<file path="src/include/pmmc_defines.svh">
`ifndef PMMC_DEFINES_SVH
`define PMMC_DEFINES_SVH
// register addresses
`define PMMC_ADDR_LEFT_MIX   16'h401c
`define PMMC_ADDR_RIGHT_MIX  16'h401e
`define PMMC_ADDR_MONO_MIX   16'h401f
`define PMMC_ADDR_CLAMP      16'h4020
`define PMMC_ADDR_LLINE      16'h4025
`define PMMC_ADDR_RLINE      16'h4026
// field positions
`define PMMC_LEFT_MUTE_BIT   5
`define PMMC_RIGHT_MUTE_BIT  6
`define PMMC_MONO_LMUTE_BIT  7
`define PMMC_MONO_RMUTE_BIT  6
`define PMMC_MONO_LINE_BIT   0
`define PMMC_STEREO_GAIN_LSB 1
`define PMMC_MONO_GAIN_LSB   2
`define PMMC_CLAMP_DIS_BIT   0
`define PMMC_CLAMP_LP_BIT    1
`define PMMC_LINE_MUTE_BIT   1
// reset values
`define PMMC_GAIN_RESET      4'h0
`define PMMC_MUTE_RESET      1'b0
`define PMMC_CLAMP_DIS_RESET 1'b0
`define PMMC_CLAMP_LP_RESET  1'b1
// timing: timeouts in microseconds, 100 MHz clock
`define PMMC_CLK_MHZ         100
`define PMMC_TO_20MS_US      20000
`define PMMC_TO_10MS_US      10000
`define PMMC_TO_5MS_US       5000
`define PMMC_TO_2P5MS_US     2500
`endif

</file>
<file path="src/include/pmmc_pkg.sv">
package pmmc_pkg;
   typedef logic [3:0] pmmc_gain_t;
   typedef enum logic [1:0] {
      PMMC_TO_20  = 2'b00,
      PMMC_TO_10  = 2'b01,
      PMMC_TO_5   = 2'b10,
      PMMC_TO_2P5 = 2'b11
   } pmmc_timeout_e;
   typedef enum logic [0:0] {
      PMMC_IDLE = 1'b0,
      PMMC_WAIT = 1'b1
   } pmmc_zc_state_e;
endpackage : pmmc_pkg

</file>
<file path="src/hdl/pmmc_regs.sv">
`timescale 1ns/100ps
`include "pmmc_defines.svh"
// Function
// - right beep gain waits for crossing/timeout
// - gain code 0 mutes, 1..15 steps, reset 0
// - left mixer: bit5 DAC mute, [4:1] gain
// - right mixer: bit6 DAC mute, [4:1] gain
// - mono mixer bits 7/6 mute DACs only
// - mono beep gain waits crossing/timeout
// - mono line mute bit0 active low
// - clamp bit0: 0 enabled, reset 0
// - clamp bit1: power mode, reset 1
// - left line mute bit1 active low
// - right line mute bit1 active low
// - line mutes never touch speaker outputs
// - timeout 20/10/5/2.5 ms forces gain
// - DAC mute applied one cycle after write
module pmmc_regs
   import pmmc_pkg::*;
#(
   parameter int unsigned TO_20MS_CYC = `PMMC_TO_20MS_US * `PMMC_CLK_MHZ
) (
   // clock and reset
   input  wire logic          clk_in,
   input  wire logic          rst_in,
   input  wire logic          ce_in,
   // register port from the serial control interface
   input  wire logic          wr_in,
   input  wire logic          rd_in,
   input  wire logic [15:0]   addr_in,
   input  wire logic [7:0]    wdata_in,
   output logic [7:0]         rdata_out,
   output logic               rvalid_out,
   // zero-crossing detector context
   input  wire logic          zc_en_in,
   input  wire pmmc_timeout_e timeout_in,
   input  wire logic          zc_pin_in,
   // playback controls (mutes: 1 = unmuted)
   output logic               left_dac_unmute_out,
   output logic               right_dac_unmute_out,
   output logic               mono_ldac_unmute_out,
   output logic               mono_rdac_unmute_out,
   output logic               mono_line_unmute_out,
   output logic               left_line_unmute_out,
   output logic               right_line_unmute_out,
   output logic               clamp_disable_out,
   output logic               clamp_low_power_out,
   output pmmc_gain_t         left_gain_out,
   output pmmc_gain_t         right_gain_out,
   output pmmc_gain_t         mono_gain_out
);
   initial begin
      if (TO_20MS_CYC < 8) $error("pmmc_regs: TO_20MS_CYC too small");
   end

   //------------------------------------------------------------
   // register storage
   //------------------------------------------------------------
   logic       lmute_r, rmute_r, mlmute_r, mrmute_r, mline_r;
   logic       lline_r, rline_r, cdis_r, clp_r;
   pmmc_gain_t lgain_r, rgain_r, mgain_r;
   logic       zc_m_r, zc_s_r, zc_d_r;
   logic       zc_edge;
   pmmc_gain_t lg_act, rg_act, mg_act;

   // decoded writes, mutes reach the outputs one cycle after the write
   always_ff @(posedge clk_in) begin
      if (rst_in) begin
         lmute_r  <= `PMMC_MUTE_RESET;
         rmute_r  <= `PMMC_MUTE_RESET;
         mlmute_r <= `PMMC_MUTE_RESET;
         mrmute_r <= `PMMC_MUTE_RESET;
         mline_r  <= `PMMC_MUTE_RESET;
         lline_r  <= `PMMC_MUTE_RESET;
         rline_r  <= `PMMC_MUTE_RESET;
         cdis_r   <= `PMMC_CLAMP_DIS_RESET;
         clp_r    <= `PMMC_CLAMP_LP_RESET;
         lgain_r  <= `PMMC_GAIN_RESET;
         rgain_r  <= `PMMC_GAIN_RESET;
         mgain_r  <= `PMMC_GAIN_RESET;
      end else if (ce_in && wr_in) begin
         unique case (addr_in)
            `PMMC_ADDR_LEFT_MIX: begin
               lmute_r <= wdata_in[`PMMC_LEFT_MUTE_BIT];
               lgain_r <= wdata_in[`PMMC_STEREO_GAIN_LSB +: 4];
            end
            `PMMC_ADDR_RIGHT_MIX: begin
               rmute_r <= wdata_in[`PMMC_RIGHT_MUTE_BIT];
               rgain_r <= wdata_in[`PMMC_STEREO_GAIN_LSB +: 4];
            end
            `PMMC_ADDR_MONO_MIX: begin
               mlmute_r <= wdata_in[`PMMC_MONO_LMUTE_BIT];
               mrmute_r <= wdata_in[`PMMC_MONO_RMUTE_BIT];
               mgain_r  <= wdata_in[`PMMC_MONO_GAIN_LSB +: 4];
               mline_r  <= wdata_in[`PMMC_MONO_LINE_BIT];
            end
            `PMMC_ADDR_CLAMP: begin
               cdis_r <= wdata_in[`PMMC_CLAMP_DIS_BIT];
               clp_r  <= wdata_in[`PMMC_CLAMP_LP_BIT];
            end
            `PMMC_ADDR_LLINE: lline_r <= wdata_in[`PMMC_LINE_MUTE_BIT];
            `PMMC_ADDR_RLINE: rline_r <= wdata_in[`PMMC_LINE_MUTE_BIT];
            default: ;
         endcase
      end
   end

   //------------------------------------------------------------
   // read back, reserved bits zero
   //------------------------------------------------------------
   always_ff @(posedge clk_in) begin
      if (rst_in) begin
         rdata_out  <= 8'h00;
         rvalid_out <= 1'b0;
      end else if (ce_in) begin
         rvalid_out <= rd_in;
         if (rd_in) begin
            rdata_out <= 8'h00;
            unique case (addr_in)
               `PMMC_ADDR_LEFT_MIX: begin
                  rdata_out[`PMMC_LEFT_MUTE_BIT]             <= lmute_r;
                  rdata_out[`PMMC_STEREO_GAIN_LSB +: 4]      <= lgain_r;
               end
               `PMMC_ADDR_RIGHT_MIX: begin
                  rdata_out[`PMMC_RIGHT_MUTE_BIT]            <= rmute_r;
                  rdata_out[`PMMC_STEREO_GAIN_LSB +: 4]      <= rgain_r;
               end
               `PMMC_ADDR_MONO_MIX: begin
                  rdata_out[`PMMC_MONO_LMUTE_BIT]            <= mlmute_r;
                  rdata_out[`PMMC_MONO_RMUTE_BIT]            <= mrmute_r;
                  rdata_out[`PMMC_MONO_GAIN_LSB +: 4]        <= mgain_r;
                  rdata_out[`PMMC_MONO_LINE_BIT]             <= mline_r;
               end
               `PMMC_ADDR_CLAMP: begin
                  rdata_out[`PMMC_CLAMP_DIS_BIT]             <= cdis_r;
                  rdata_out[`PMMC_CLAMP_LP_BIT]              <= clp_r;
               end
               `PMMC_ADDR_LLINE: rdata_out[`PMMC_LINE_MUTE_BIT] <= lline_r;
               `PMMC_ADDR_RLINE: rdata_out[`PMMC_LINE_MUTE_BIT] <= rline_r;
               default: ;
            endcase
         end
      end
   end

   //------------------------------------------------------------
   // beep zero crossing: synchronise the comparator pin, detect edges
   //------------------------------------------------------------
   always_ff @(posedge clk_in) begin
      if (rst_in) begin
         zc_m_r <= 1'b0;
         zc_s_r <= 1'b0;
         zc_d_r <= 1'b0;
      end else if (ce_in) begin
         zc_m_r <= zc_pin_in;
         zc_s_r <= zc_m_r;
         zc_d_r <= zc_s_r;
      end
   end
   assign zc_edge = zc_s_r ^ zc_d_r;

   //------------------------------------------------------------
   // deferred gain per beep path
   //------------------------------------------------------------
   pmmc_gain_sync #(.TO_20MS_CYC(TO_20MS_CYC)) u_lgain (
      .clk_in(clk_in), .rst_in(rst_in), .ce_in(ce_in),
      .zc_en_in(zc_en_in), .timeout_in(timeout_in), .zc_in(zc_edge),
      .target_in(lgain_r), .gain_out(lg_act)
   );
   pmmc_gain_sync #(.TO_20MS_CYC(TO_20MS_CYC)) u_rgain (
      .clk_in(clk_in), .rst_in(rst_in), .ce_in(ce_in),
      .zc_en_in(zc_en_in), .timeout_in(timeout_in), .zc_in(zc_edge),
      .target_in(rgain_r), .gain_out(rg_act)
   );
   pmmc_gain_sync #(.TO_20MS_CYC(TO_20MS_CYC)) u_mgain (
      .clk_in(clk_in), .rst_in(rst_in), .ce_in(ce_in),
      .zc_en_in(zc_en_in), .timeout_in(timeout_in), .zc_in(zc_edge),
      .target_in(mgain_r), .gain_out(mg_act)
   );

   //------------------------------------------------------------
   // output flops; line mutes drive only line outputs
   //------------------------------------------------------------
   always_ff @(posedge clk_in) begin
      if (rst_in) begin
         left_dac_unmute_out   <= 1'b0;
         right_dac_unmute_out  <= 1'b0;
         mono_ldac_unmute_out  <= 1'b0;
         mono_rdac_unmute_out  <= 1'b0;
         mono_line_unmute_out  <= 1'b0;
         left_line_unmute_out  <= 1'b0;
         right_line_unmute_out <= 1'b0;
         clamp_disable_out     <= `PMMC_CLAMP_DIS_RESET;
         clamp_low_power_out   <= `PMMC_CLAMP_LP_RESET;
         left_gain_out         <= `PMMC_GAIN_RESET;
         right_gain_out        <= `PMMC_GAIN_RESET;
         mono_gain_out         <= `PMMC_GAIN_RESET;
      end else if (ce_in) begin
         left_dac_unmute_out   <= lmute_r;
         right_dac_unmute_out  <= rmute_r;
         mono_ldac_unmute_out  <= mlmute_r;
         mono_rdac_unmute_out  <= mrmute_r;
         mono_line_unmute_out  <= mline_r;
         left_line_unmute_out  <= lline_r;
         right_line_unmute_out <= rline_r;
         clamp_disable_out     <= cdis_r;
         clamp_low_power_out   <= clp_r;
         left_gain_out         <= lg_act;
         right_gain_out        <= rg_act;
         mono_gain_out         <= mg_act;
      end
   end
endmodule : pmmc_regs

</file>
<file path="src/hdl/pmmc_gain_sync.sv">
`timescale 1ns/100ps
`include "pmmc_defines.svh"
// holds one beep gain until a zero crossing or timeout
module pmmc_gain_sync
   import pmmc_pkg::*;
#(
   parameter int unsigned TO_20MS_CYC = `PMMC_TO_20MS_US * `PMMC_CLK_MHZ
) (
   // clock and reset
   input  wire logic          clk_in,
   input  wire logic          rst_in,
   input  wire logic          ce_in,
   // detector control
   input  wire logic          zc_en_in,
   input  wire pmmc_timeout_e timeout_in,
   input  wire logic          zc_in,
   // gain
   input  wire pmmc_gain_t    target_in,
   output pmmc_gain_t         gain_out
);
   localparam int unsigned CW = $clog2(TO_20MS_CYC + 1);
   initial begin
      if (TO_20MS_CYC < 8) $error("pmmc_gain_sync: TO_20MS_CYC too small");
   end

   pmmc_zc_state_e state_r;
   logic [CW-1:0]  cnt_r;
   logic [CW-1:0]  limit;
   pmmc_gain_t     gain_r;

   // timeout select, shorter choices are binary fractions of 20 ms
   always_comb begin
      unique case (timeout_in)
         PMMC_TO_20:  limit = CW'(TO_20MS_CYC);
         PMMC_TO_10:  limit = CW'(TO_20MS_CYC / 2);
         PMMC_TO_5:   limit = CW'(TO_20MS_CYC / 4);
         PMMC_TO_2P5: limit = CW'(TO_20MS_CYC / 8);
      endcase
   end

   // apply change directly, or wait for crossing or timeout
   always_ff @(posedge clk_in) begin
      if (rst_in) begin
         state_r <= PMMC_IDLE;
         cnt_r   <= '0;
         gain_r  <= `PMMC_GAIN_RESET;
      end else if (ce_in) begin
         if (!zc_en_in) begin
            gain_r  <= target_in;
            state_r <= PMMC_IDLE;
         end else begin
            unique case (state_r)
               PMMC_IDLE: begin
                  cnt_r <= '0;
                  if (target_in != gain_r) state_r <= PMMC_WAIT;
               end
               PMMC_WAIT: begin
                  cnt_r <= cnt_r + 1'b1;
                  if (zc_in || (cnt_r + 1'b1 >= limit)) begin
                     gain_r  <= target_in;
                     state_r <= PMMC_IDLE;
                  end
               end
            endcase
         end
      end
   end

   assign gain_out = gain_r;
endmodule : pmmc_gain_sync

</file>
<file path="config.mk">
export PLATFORM = sky130hd
export DESIGN_NAME = pmmc_regs
export DESIGN_NICKNAME = d
export VERILOG_FILES = /design/src/include/pmmc_pkg.sv /design/src/hdl/pmmc_regs.sv /design/src/hdl/pmmc_gain_sync.sv
export VERILOG_INCLUDE_DIRS = /design/src /design/src/include
export SDC_FILE = /design/constraint.sdc
export NUM_CORES = 1
export LEC_CHECK = 0
export BUFFER_PORTS_ARGS = -buffer_cell sky130_fd_sc_hd__buf_2
export CAP_MARGIN = 5
export CORE_MARGIN = 4
export CORE_UTILIZATION = 55
export CTS_CLUSTER_SIZE = 12
export DETAILED_ROUTE_END_ITERATION = 8
export PLACE_DENSITY = 0.74
export SYNTH_ARGS = -nofsm -noshare
export SYNTH_HDL_FRONTEND = slang
export SYNTH_SLANG_ARGS = --single-unit
</file>
<file path="constraint.sdc">
create_clock -name clk_in -period 4.9 [get_ports clk_in]
set_clock_uncertainty 0.1 [all_clocks]
set_input_delay 0.245 -clock clk_in [delete_from_list [all_inputs] [get_ports clk_in]]
set_output_delay 0.245 -clock clk_in [all_outputs]
set_load 0.01 [all_outputs]
</file>
[After elaboration in Yosys (flattened, before gate mapping)]
Index checks and enable logic that the tools add are counted.
Word-level totals
  register bits after elaboration: 132
  logic and storage cells: 113
  output and inout port bits: 30
  input bits: 33
Cells by class
  order comparisons: 3
  $add $sub $neg: 3
  reduce and logical (&&, ||, !) cells: 16
  eq/ne operators: 18
  bitwise gates (word level): 4
  multiplexer cells: 31
Operator list (number)
  $pmux 21 s2: 3
  $eq 16x15->1 const B: 6
  $pmux 21 s4: 1
  $add 21x1->21 const B: 3
  $ge 21x21->1: 3
  $mux 4: 9
  $reduce_and 2->1: 8
  $ne 2x1->1 const B: 6
  $ne 4x4->1: 3
  $pmux 1 s2: 6
  $mux 1: 10
  $pmux 3 s3: 1
  $reduce_and 3->1: 3
  $pmux 1 s5: 1
  $eq 2x2->1 const B: 2
  $logic_or 1x1->1: 3
  $not 1->1: 3
  $eq 2x1->1 const B: 1
  $logic_not 2->1: 1
  $logic_and 1x1->1: 1
  $xor 1x1->1: 1

[Logic depth before layout (Yosys ltp)]
Gate-level depths: netlist of the first run.
  depth in word-level cells: 7
  gate-level depth with buffers: 14
  gate-level depth less buffers: 13

[Hierarchy]
A second synthesis of the first run with hierarchy kept.
Unflattened totals
  cell total of the unflattened synthesis: 1011
  area total of the unflattened synthesis: 8435.6 µm²
By module, submodules not included
  pmmc_gain_sync: times used 3, cells each 254, sequential area each 520.5 µm², area an instance 2030.7 µm²
  pmmc_regs: times used 1, cells each 249, sequential area each 1081.0 µm², area an instance 2343.5 µm²

[Worst setup path before layout of the first run]
OpenSTA, ideal clock, no wires.
  kind: flip-flop to flip-flop
  start point: register u_rgain.cnt_r[0]
  end point: register u_rgain.gain_r[0] (netlist: u_rgain.gain_out[0])
  required time: 4.669 ns
  library setup time: 0.131 ns
  cell stages (with the launch flop): 14
  data arrival time: 3.801 ns
  period minus slack after synthesis: 4.032 ns
  buffers on the path: 0
  path slack: 0.868 ns
  cell sequence: dfxtp_1 ha_1 nand3_1 nor4_1 nand3_1 o21a_1 or2_2 ha_1 a21o_1 a2111oi_1 o211ai_1 a211oi_1 a211oi_4 mux2i_1
On the way
  cells in the longest elaborated chain, start to end: 5
Ends and longest elaborated chain
  start, declared: RTL line pmmc_gain_sync.sv:27  | logic [CW-1:0] cnt_r;
  start signal, assigned: RTL line pmmc_gain_sync.sv:58  | cnt_r <= cnt_r + 1'b1;
  $add 21x1->21: RTL line pmmc_gain_sync.sv:59  | if (zc_in || (cnt_r + 1'b1 >= limit)) begin
  $ge 21x21->1: RTL line pmmc_gain_sync.sv:59
  $logic_or 1x1->1: RTL line pmmc_gain_sync.sv:59
  $ne 2x1->1 (no line)
  $reduce_and 3->1 (no line)
  end signal, assigned: RTL line pmmc_gain_sync.sv:46  | gain_r <= `PMMC_GAIN_RESET;
  end signal, assigned: RTL line pmmc_gain_sync.sv:49  | gain_r <= target_in;
  end signal, assigned: RTL line pmmc_gain_sync.sv:60  | gain_r <= target_in;
  end, declared: RTL line pmmc_gain_sync.sv:29  | pmmc_gain_t gain_r;
Every way passes these cells.
A chain may end at the register's enable or synchronous reset.

[Final worst setup path of the first run]
Ends and elaborated chain as after synthesis.

==> impl_metrics.yaml, run 1 <==
logic_synthesis:
  avgSynthCellArea_sq_um: 8.324
  yosys_warnings: 0
  synth_edf_count: 0
  synth_top_area_share: 0.3359
  synth_area_sq_um: 7866
  synth_compound_area_frac: 0.1517
  synth.top_cells.by_area: "dfxtp_1, ha_1, mux2i_1"
  synth-async-reset-ratio: 0
  synthCells: 945
  syn_nets: 1034
  synth-simple-area-share: 0.2437
  ys_seq_area_frac: 0.3359
  synth_top_family_by_area: "simple AND/OR/NAND/NOR gates"
  ys_ff_latch: 132
  yosysTopAreaCell: "dfxtp_1"
  muxShareOfSynthArea: 0.07921
  synth_xor_area_frac: 0.06569
  synth_ff_type: "dfxtp_1"
  synthAdderAreaFrac: 0.08907
  synth.distinct_cells: 57
clocking:
  cts_sinks: 132
  insertion_delay_ns: 0.43
  cts_resized: 0
  root_buffer: "clkbuf_16"
  cts_tree: "built"
  cts_hold_repair.buffers: 9
  cts_max_path_buffers: 2
  post_cts_buffers: 0
  htreeDepth: 4
  path_clk_slew_ns: 0.06
  cts_buffers: 17
detailed_routing:
  wl_met3_um: 795
  vias_per_cell: 5.877
  num_vias: 6947
  dr.max_layer_used: "met4"
  routed_wl_mm: 18.76
  dr_wl_met2_mm: 8.660
  drt_iter0_markers: 437
  ant_nets: 0
  drt_pass1_iterations: 5
  wl_per_cell_um: 15.87
  m1WireLength_mm: 8.933
  drcViolationCount: 0
power_and_ir_drop:
  comb_power_share: 0.056
  switching_share: 0.2460
  seq_power_share: 0.426
  p_sw_uw: 622.0
  ir_worst_vdd_mv: 0.2474
  powerDensity_nw_per_um2: 282.9
  intPower_uw: 1907
  p_leak_uw: 0.003605
  clkPwrFrac: 0.519
placement:
  placed_area_sq_um: 8247
  post-place-ws_ns: 0.4279
  gp_congestion: 0.8486
  place_hpwl_mm: 12.72
  portBuffers: 62
worst_setup_path:
  critPathCaptureType: "flip-flop"
  path_max_fanout: 12
  startpoint_type: "flip-flop"
  crit_type: "flip-flop to flip-flop"
  crit_arrival_ns: 4.75
  crit_required_ns: 5.10
floorplan:
  rows: 43
  die_w_um: 127.6
  core_sq_um: 13930
  io_pins: 63
  start_util: 0.5645
  die-height_um: 127.6
  die-area_sq_um: 16280
layout:
  post_route_cells_drive_above_1_share: 0.1208
  layout_common_cells: "dfxtp_1, nor2_1, a21oi_1, buf_2, mux2i_1"
  finalNetCount: 1078
  layout_commonest_cell: "dfxtp_1"
  area_growth_pct: 13.65
  fillers: 1173
  final_area_sq_um: 8940
  diodes: 0
grt:
  grt_start_max_net_pins: 80
  antenna_found_initial: 0
  grt_use_total: 0.2382
  grt_pass1_wl_mm: 31.76
  grt_pass1_vias: 6452
  overflow: 0
timing:
  period_share: 0.9282
  finalWorstSetupSlack_ns: 0.3517
  finalSetupViolations: 0
  maxSlewViolCount: 0
  final_hold_viol_count: 0
  fin_setup_tns_ns: 0
  min_period_ns: 4.548
  fmax_ghz: 0.2199
  maxSlewHeadroom: 0.4480
  rsz0062_at_grt: "no"
  worstMarginPinSlew_ns: 0.8234
  hold_ws_ns: 0.04163
run_status:
  status: "finished clean"
run:
  cap_violations: 0
min_path:
  hold_class: "input port to flip-flop"
==> cell type report <==
cell class | instances | area, sq um | share of cell area
timing repair buffer | 77 | 447.9 | 0.05011
clock inverter | 13 | 160.2 | 0.01791
multi-input combinational | 743 | 4954 | 0.5541
clock buffer | 19 | 442.9 | 0.04955
sequential | 132 | 2643 | 0.2956
tap | 180 | 225.2 | 0.02519
inverter | 18 | 67.56 | 0.007558
==> cell families (layout without fill, tap and decap cells) <==
logic type      Yosys count  after routing
buf+inv                  70            127
compound gates          183            183
mux                      62             62
xor+xnor                 59             59
simple gates            383            383
fa+ha+maj                56             56
flops                   132            132
==> critical path, cell delays in order (launching register included) <==
cell and delay [ns]:
dfxtp_1 0.46, ha_1 0.27, nand3_1 0.20, nor4_1 0.33
buf_4 0.19, nand3_1 0.33, o21a_1 0.31, or2_2 0.29
ha_1 0.19, a21o_1 0.15, a2111oi_1 0.68, o211ai_1 0.20
a211oi_1 0.43, a211oi_4 0.12, mux2i_1 0.16
==> power groups by stage <==
stage          registers [uW]  logic [uW]  clock network [uW]
2_1_floorplan            1100        89.9                   0
3_3_place_gp             1100         133                   0
3_5_place_dp             1100         135                   0
4_1_cts                  1080         141                1330
5_1_grt                  1080         157                1380
6_report                 1080         141                1310
==> cells in the mapped netlist (3+ instances only) <==
cell type / number
a21oi_1: 61
dfxtp_1: 132
a22oi_1: 29
and4_1: 9
mux2i_1: 60
and3_1: 14
buf_2: 3
inv_1: 18
xnor2_1: 42
ha_1: 56
buf_1: 5
and2_1: 3
o21a_1: 4
nor2_1: 129
nand3b_1: 5
o31ai_1: 3
nor3_1: 31
or3_1: 5
a211o_1: 3
nand4_1: 20
nand2b_1: 29
clkbuf_1: 41
or2_2: 6
o21ai_0: 31
nand2_1: 58
nor4_1: 15
nor3_2: 3
xor2_1: 17
a31oi_1: 8
nand3_1: 41
nor2b_1: 7
a21o_1: 21
==> state kept, by name, summed over array words and instances, names as in the netlist, 8 cells and up <==
| name | count |
|---|---|
| u_mgain.cnt_r | 21 |
| rdata_out | 8 |
| u_lgain.cnt_r | 21 |
| u_rgain.cnt_r | 21 |
==> stage by stage <==
stage                     power [uW]  std cells  utilization
after floorplan                 1191        945            -
after global placement          1233       1141       0.5918
after detailed placement        1235       1141       0.5918
after CTS                       2549       1182       0.6416
after global routing            2612       1182       0.6416
final                           2529       1182       0.6416
==> path summary, 6_finish.rpt <==
kind | from | end | slack (ns) | cells after the start
setup reg to reg | u_rgain.cnt_r[0]$_SDFFE_PP0P_ | u_rgain.gain_out[0]$_SDFFE_PP0P_ | 0.35 | 14
hold / removal | rd_in | rdata_out[0]$_SDFFE_PP0P_ | 0.04 | 3
hold reg to reg | rvalid_out$_SDFFE_PP0P_ | rvalid_out$_SDFFE_PP0P_ | 0.37 | 2
setup / recovery | u_rgain.cnt_r[0]$_SDFFE_PP0P_ | u_rgain.gain_out[0]$_SDFFE_PP0P_ | 0.35 | 14
==> metal layers <==
layer,up-vias,track usage
met5,-,0
met4,0,0.07803
met3,33,0.04473
met2,154,0.3825
met1,3285,0.3243
li1,3475,-
Note: power is estimated with default switching activity, not from simulation.
==> run 2, diff against run 1 <==
--- a/config.mk
+++ b/config.mk
@@ -12,7 +12,7 @@
 export CORE_UTILIZATION = 55
 export CTS_CLUSTER_SIZE = 12
 export DETAILED_ROUTE_END_ITERATION = 8
-export PLACE_DENSITY = 0.74
+export PLACE_DENSITY_LB_ADDON = 0.3
 export SYNTH_ARGS = -nofsm -noshare
 export SYNTH_HDL_FRONTEND = slang
 export SYNTH_SLANG_ARGS = --single-unit
==> run 2 against run 1 <==
Against the previous run:
- cell area down 0.29%
- power down 2.2%
- via count down 1.3%
- critical endpoint is now u_rgain.gain_out[3]$_SDFFE_PP0P_
- sequential share of layout area up 0.087 points
- critical path depth unchanged
- die area unchanged
==> impl_metrics.yaml, run 2 (synthesis results as in run 1) <==
clocking:
  insertion_delay_ns: 0.43
  root_buffer: "clkbuf_16"
  cts_resized: 0
  cts_max_path_buffers: 2
  post_cts_buffers: 0
  path_clk_slew_ns: 0.06
  htreeDepth: 4
  cts_sinks: 132
  cts_hold_repair.buffers: 8
  cts_buffers: 17
  cts_tree: "built"
detailed_routing:
  num_vias: 6857
  ant_nets: 0
  wl_per_cell_um: 15.59
  routed_wl_mm: 18.42
  drt_pass1_iterations: 5
  drcViolationCount: 0
  vias_per_cell: 5.801
  drt_iter0_markers: 526
floorplan:
  die-height_um: 127.6
  die-area_sq_um: 16280
  io_pins: 63
  die_w_um: 127.6
  start_util: 0.5645
  core_sq_um: 13930
  rows: 43
worst_setup_path:
  path_max_fanout: 12
  r2r_slack_ns: 0.49
  crit_required_ns: 5.10
  r2r_cells: 14
  critPathCaptureType: "flip-flop"
  r2r-start: "u_rgain.cnt_r[0]$_SDFFE_PP0P_"
  reg2reg_to: "u_rgain.gain_out[3]$_SDFFE_PP0P_"
  startpoint_type: "flip-flop"
  crit_type: "flip-flop to flip-flop"
  crit_arrival_ns: 4.61
timing:
  worstMarginPinSlew_ns: 0.9271
  rsz0062_at_grt: "no"
  min_period_ns: 4.408
  finalSetupViolations: 0
  fmax_ghz: 0.2268
  final_hold_viol_count: 0
  fin_setup_tns_ns: 0
  period_share: 0.8997
  maxSlewHeadroom: 0.3819
  maxSlewViolCount: 0
min_path:
  hold_class: "input port to flip-flop"
  min_path_cells: 3
  min-delay-start: "wdata_in[1]"
  min_to: "clp_r$_SDFFE_PP1P_"
layout:
  post_route_cells_drive_above_1_share: 0.1218
  finalNetCount: 1078
  layout_commonest_cell: "dfxtp_1"
  diodes: 0
  layout_common_cells: "dfxtp_1, nor2_1, a21oi_1, buf_2, mux2i_1"
  top_regs: "u_lgain.cnt_r (21), u_mgain.cnt_r (21), u_rgain.cnt_r (21)"
  area_growth_pct: 13.31
  fin_cells: 1182
  utilization: 0.6397
power_and_ir_drop:
  ir_worst_vdd_mv: 0.2531
  p_leak_uw: 0.003595
  powerDensity_nw_per_um2: 277.4
placement:
  place_hpwl_mm: 12.48
  dp.cells: 1142
  portBuffers: 62
  gp_congestion: 0.8119
grt:
  grt_pass1_wl_mm: 30.64
  grt_pass1_vias: 6363
  antenna_found_initial: 0
  grt_use_total: 0.2305
  grt_start_max_net_pins: 96
  overflow: 0
run_status:
  status: "finished clean"
run:
  cap_violations: 0
-- run 2: area by class of cell --
class | instances | area [sq um]
clock buffers | 19 | 442.9
clock inverters | 13 | 136.4
fillers | 1158 | 5021
inverters | 18 | 67.56
multi-input cells | 743 | 4954
flip-flops and latches | 132 | 2643
well taps | 180 | 225.2
repair buffers | 77 | 445.4
-- run 2: through the flow --
step           hold slack, ns  total power, uW  area [sq um]  setup slack, ns
2_1_floorplan          0.2777             1191          7866           0.8683
3_3_place_gp           0.3585             1233          8254           0.5435
3_5_place_dp           0.3578             1234          8254           0.5284
4_1_cts               0.01052             2490          8914           0.4887
5_1_grt               0.01562             2559          8914          0.02325
6_report             0.008625             2473          8914           0.4916
-- run 2: how the worst max path moves through the flow --
stage	from	end	slack (ns)	cells past startpoint
2_1_floorplan	u_rgain.cnt_r[0]$_SDFFE_PP0P_	u_rgain.gain_out[0]$_SDFFE_PP0P_	0.87	13
3_3_place_gp	u_rgain.cnt_r[0]$_SDFFE_PP0P_	u_rgain.gain_out[2]$_SDFFE_PP0P_	0.54	14
3_5_place_dp	u_rgain.cnt_r[0]$_SDFFE_PP0P_	u_rgain.gain_out[0]$_SDFFE_PP0P_	0.53	14
4_1_cts	u_rgain.cnt_r[0]$_SDFFE_PP0P_	u_rgain.gain_out[3]$_SDFFE_PP0P_	0.49	14
5_1_grt	u_rgain.cnt_r[1]$_SDFFE_PP0P_	u_rgain.gain_out[3]$_SDFFE_PP0P_	0.02	14
6_report	u_rgain.cnt_r[0]$_SDFFE_PP0P_	u_rgain.gain_out[3]$_SDFFE_PP0P_	0.49	14
-- run 2: worst max-delay path: stages (launching register included) --
cell and delay, ns:
dfxtp_1 0.46, ha_1 0.28, nand3_1 0.20, nor4_1 0.29, buf_4 0.18, nand3_1 0.32
o21a_1 0.30, or2_2 0.29, ha_1 0.19, a21o_1 0.16, a2111oi_1 0.67, o211ai_1 0.18
a211oi_1 0.39, a211oi_4 0.11, mux2i_1 0.16
-- run 2: layer usage --
layer  GRT usage  wire length (um)
met1      0.3067              8777
met2      0.3679              8620
met3     0.05602               716
met4     0.07803               310
met5           0                 0
-- run 2: report_power, final --
| group | switching (uW) | internal [uW] | leakage [uW] |
|---|---|---|---|
| registers | 1.17 | 1080 | 0.00106 |
| clock network | 528 | 729 | 0.000283 |
| logic | 89.3 | 50.7 | 0.00225 |
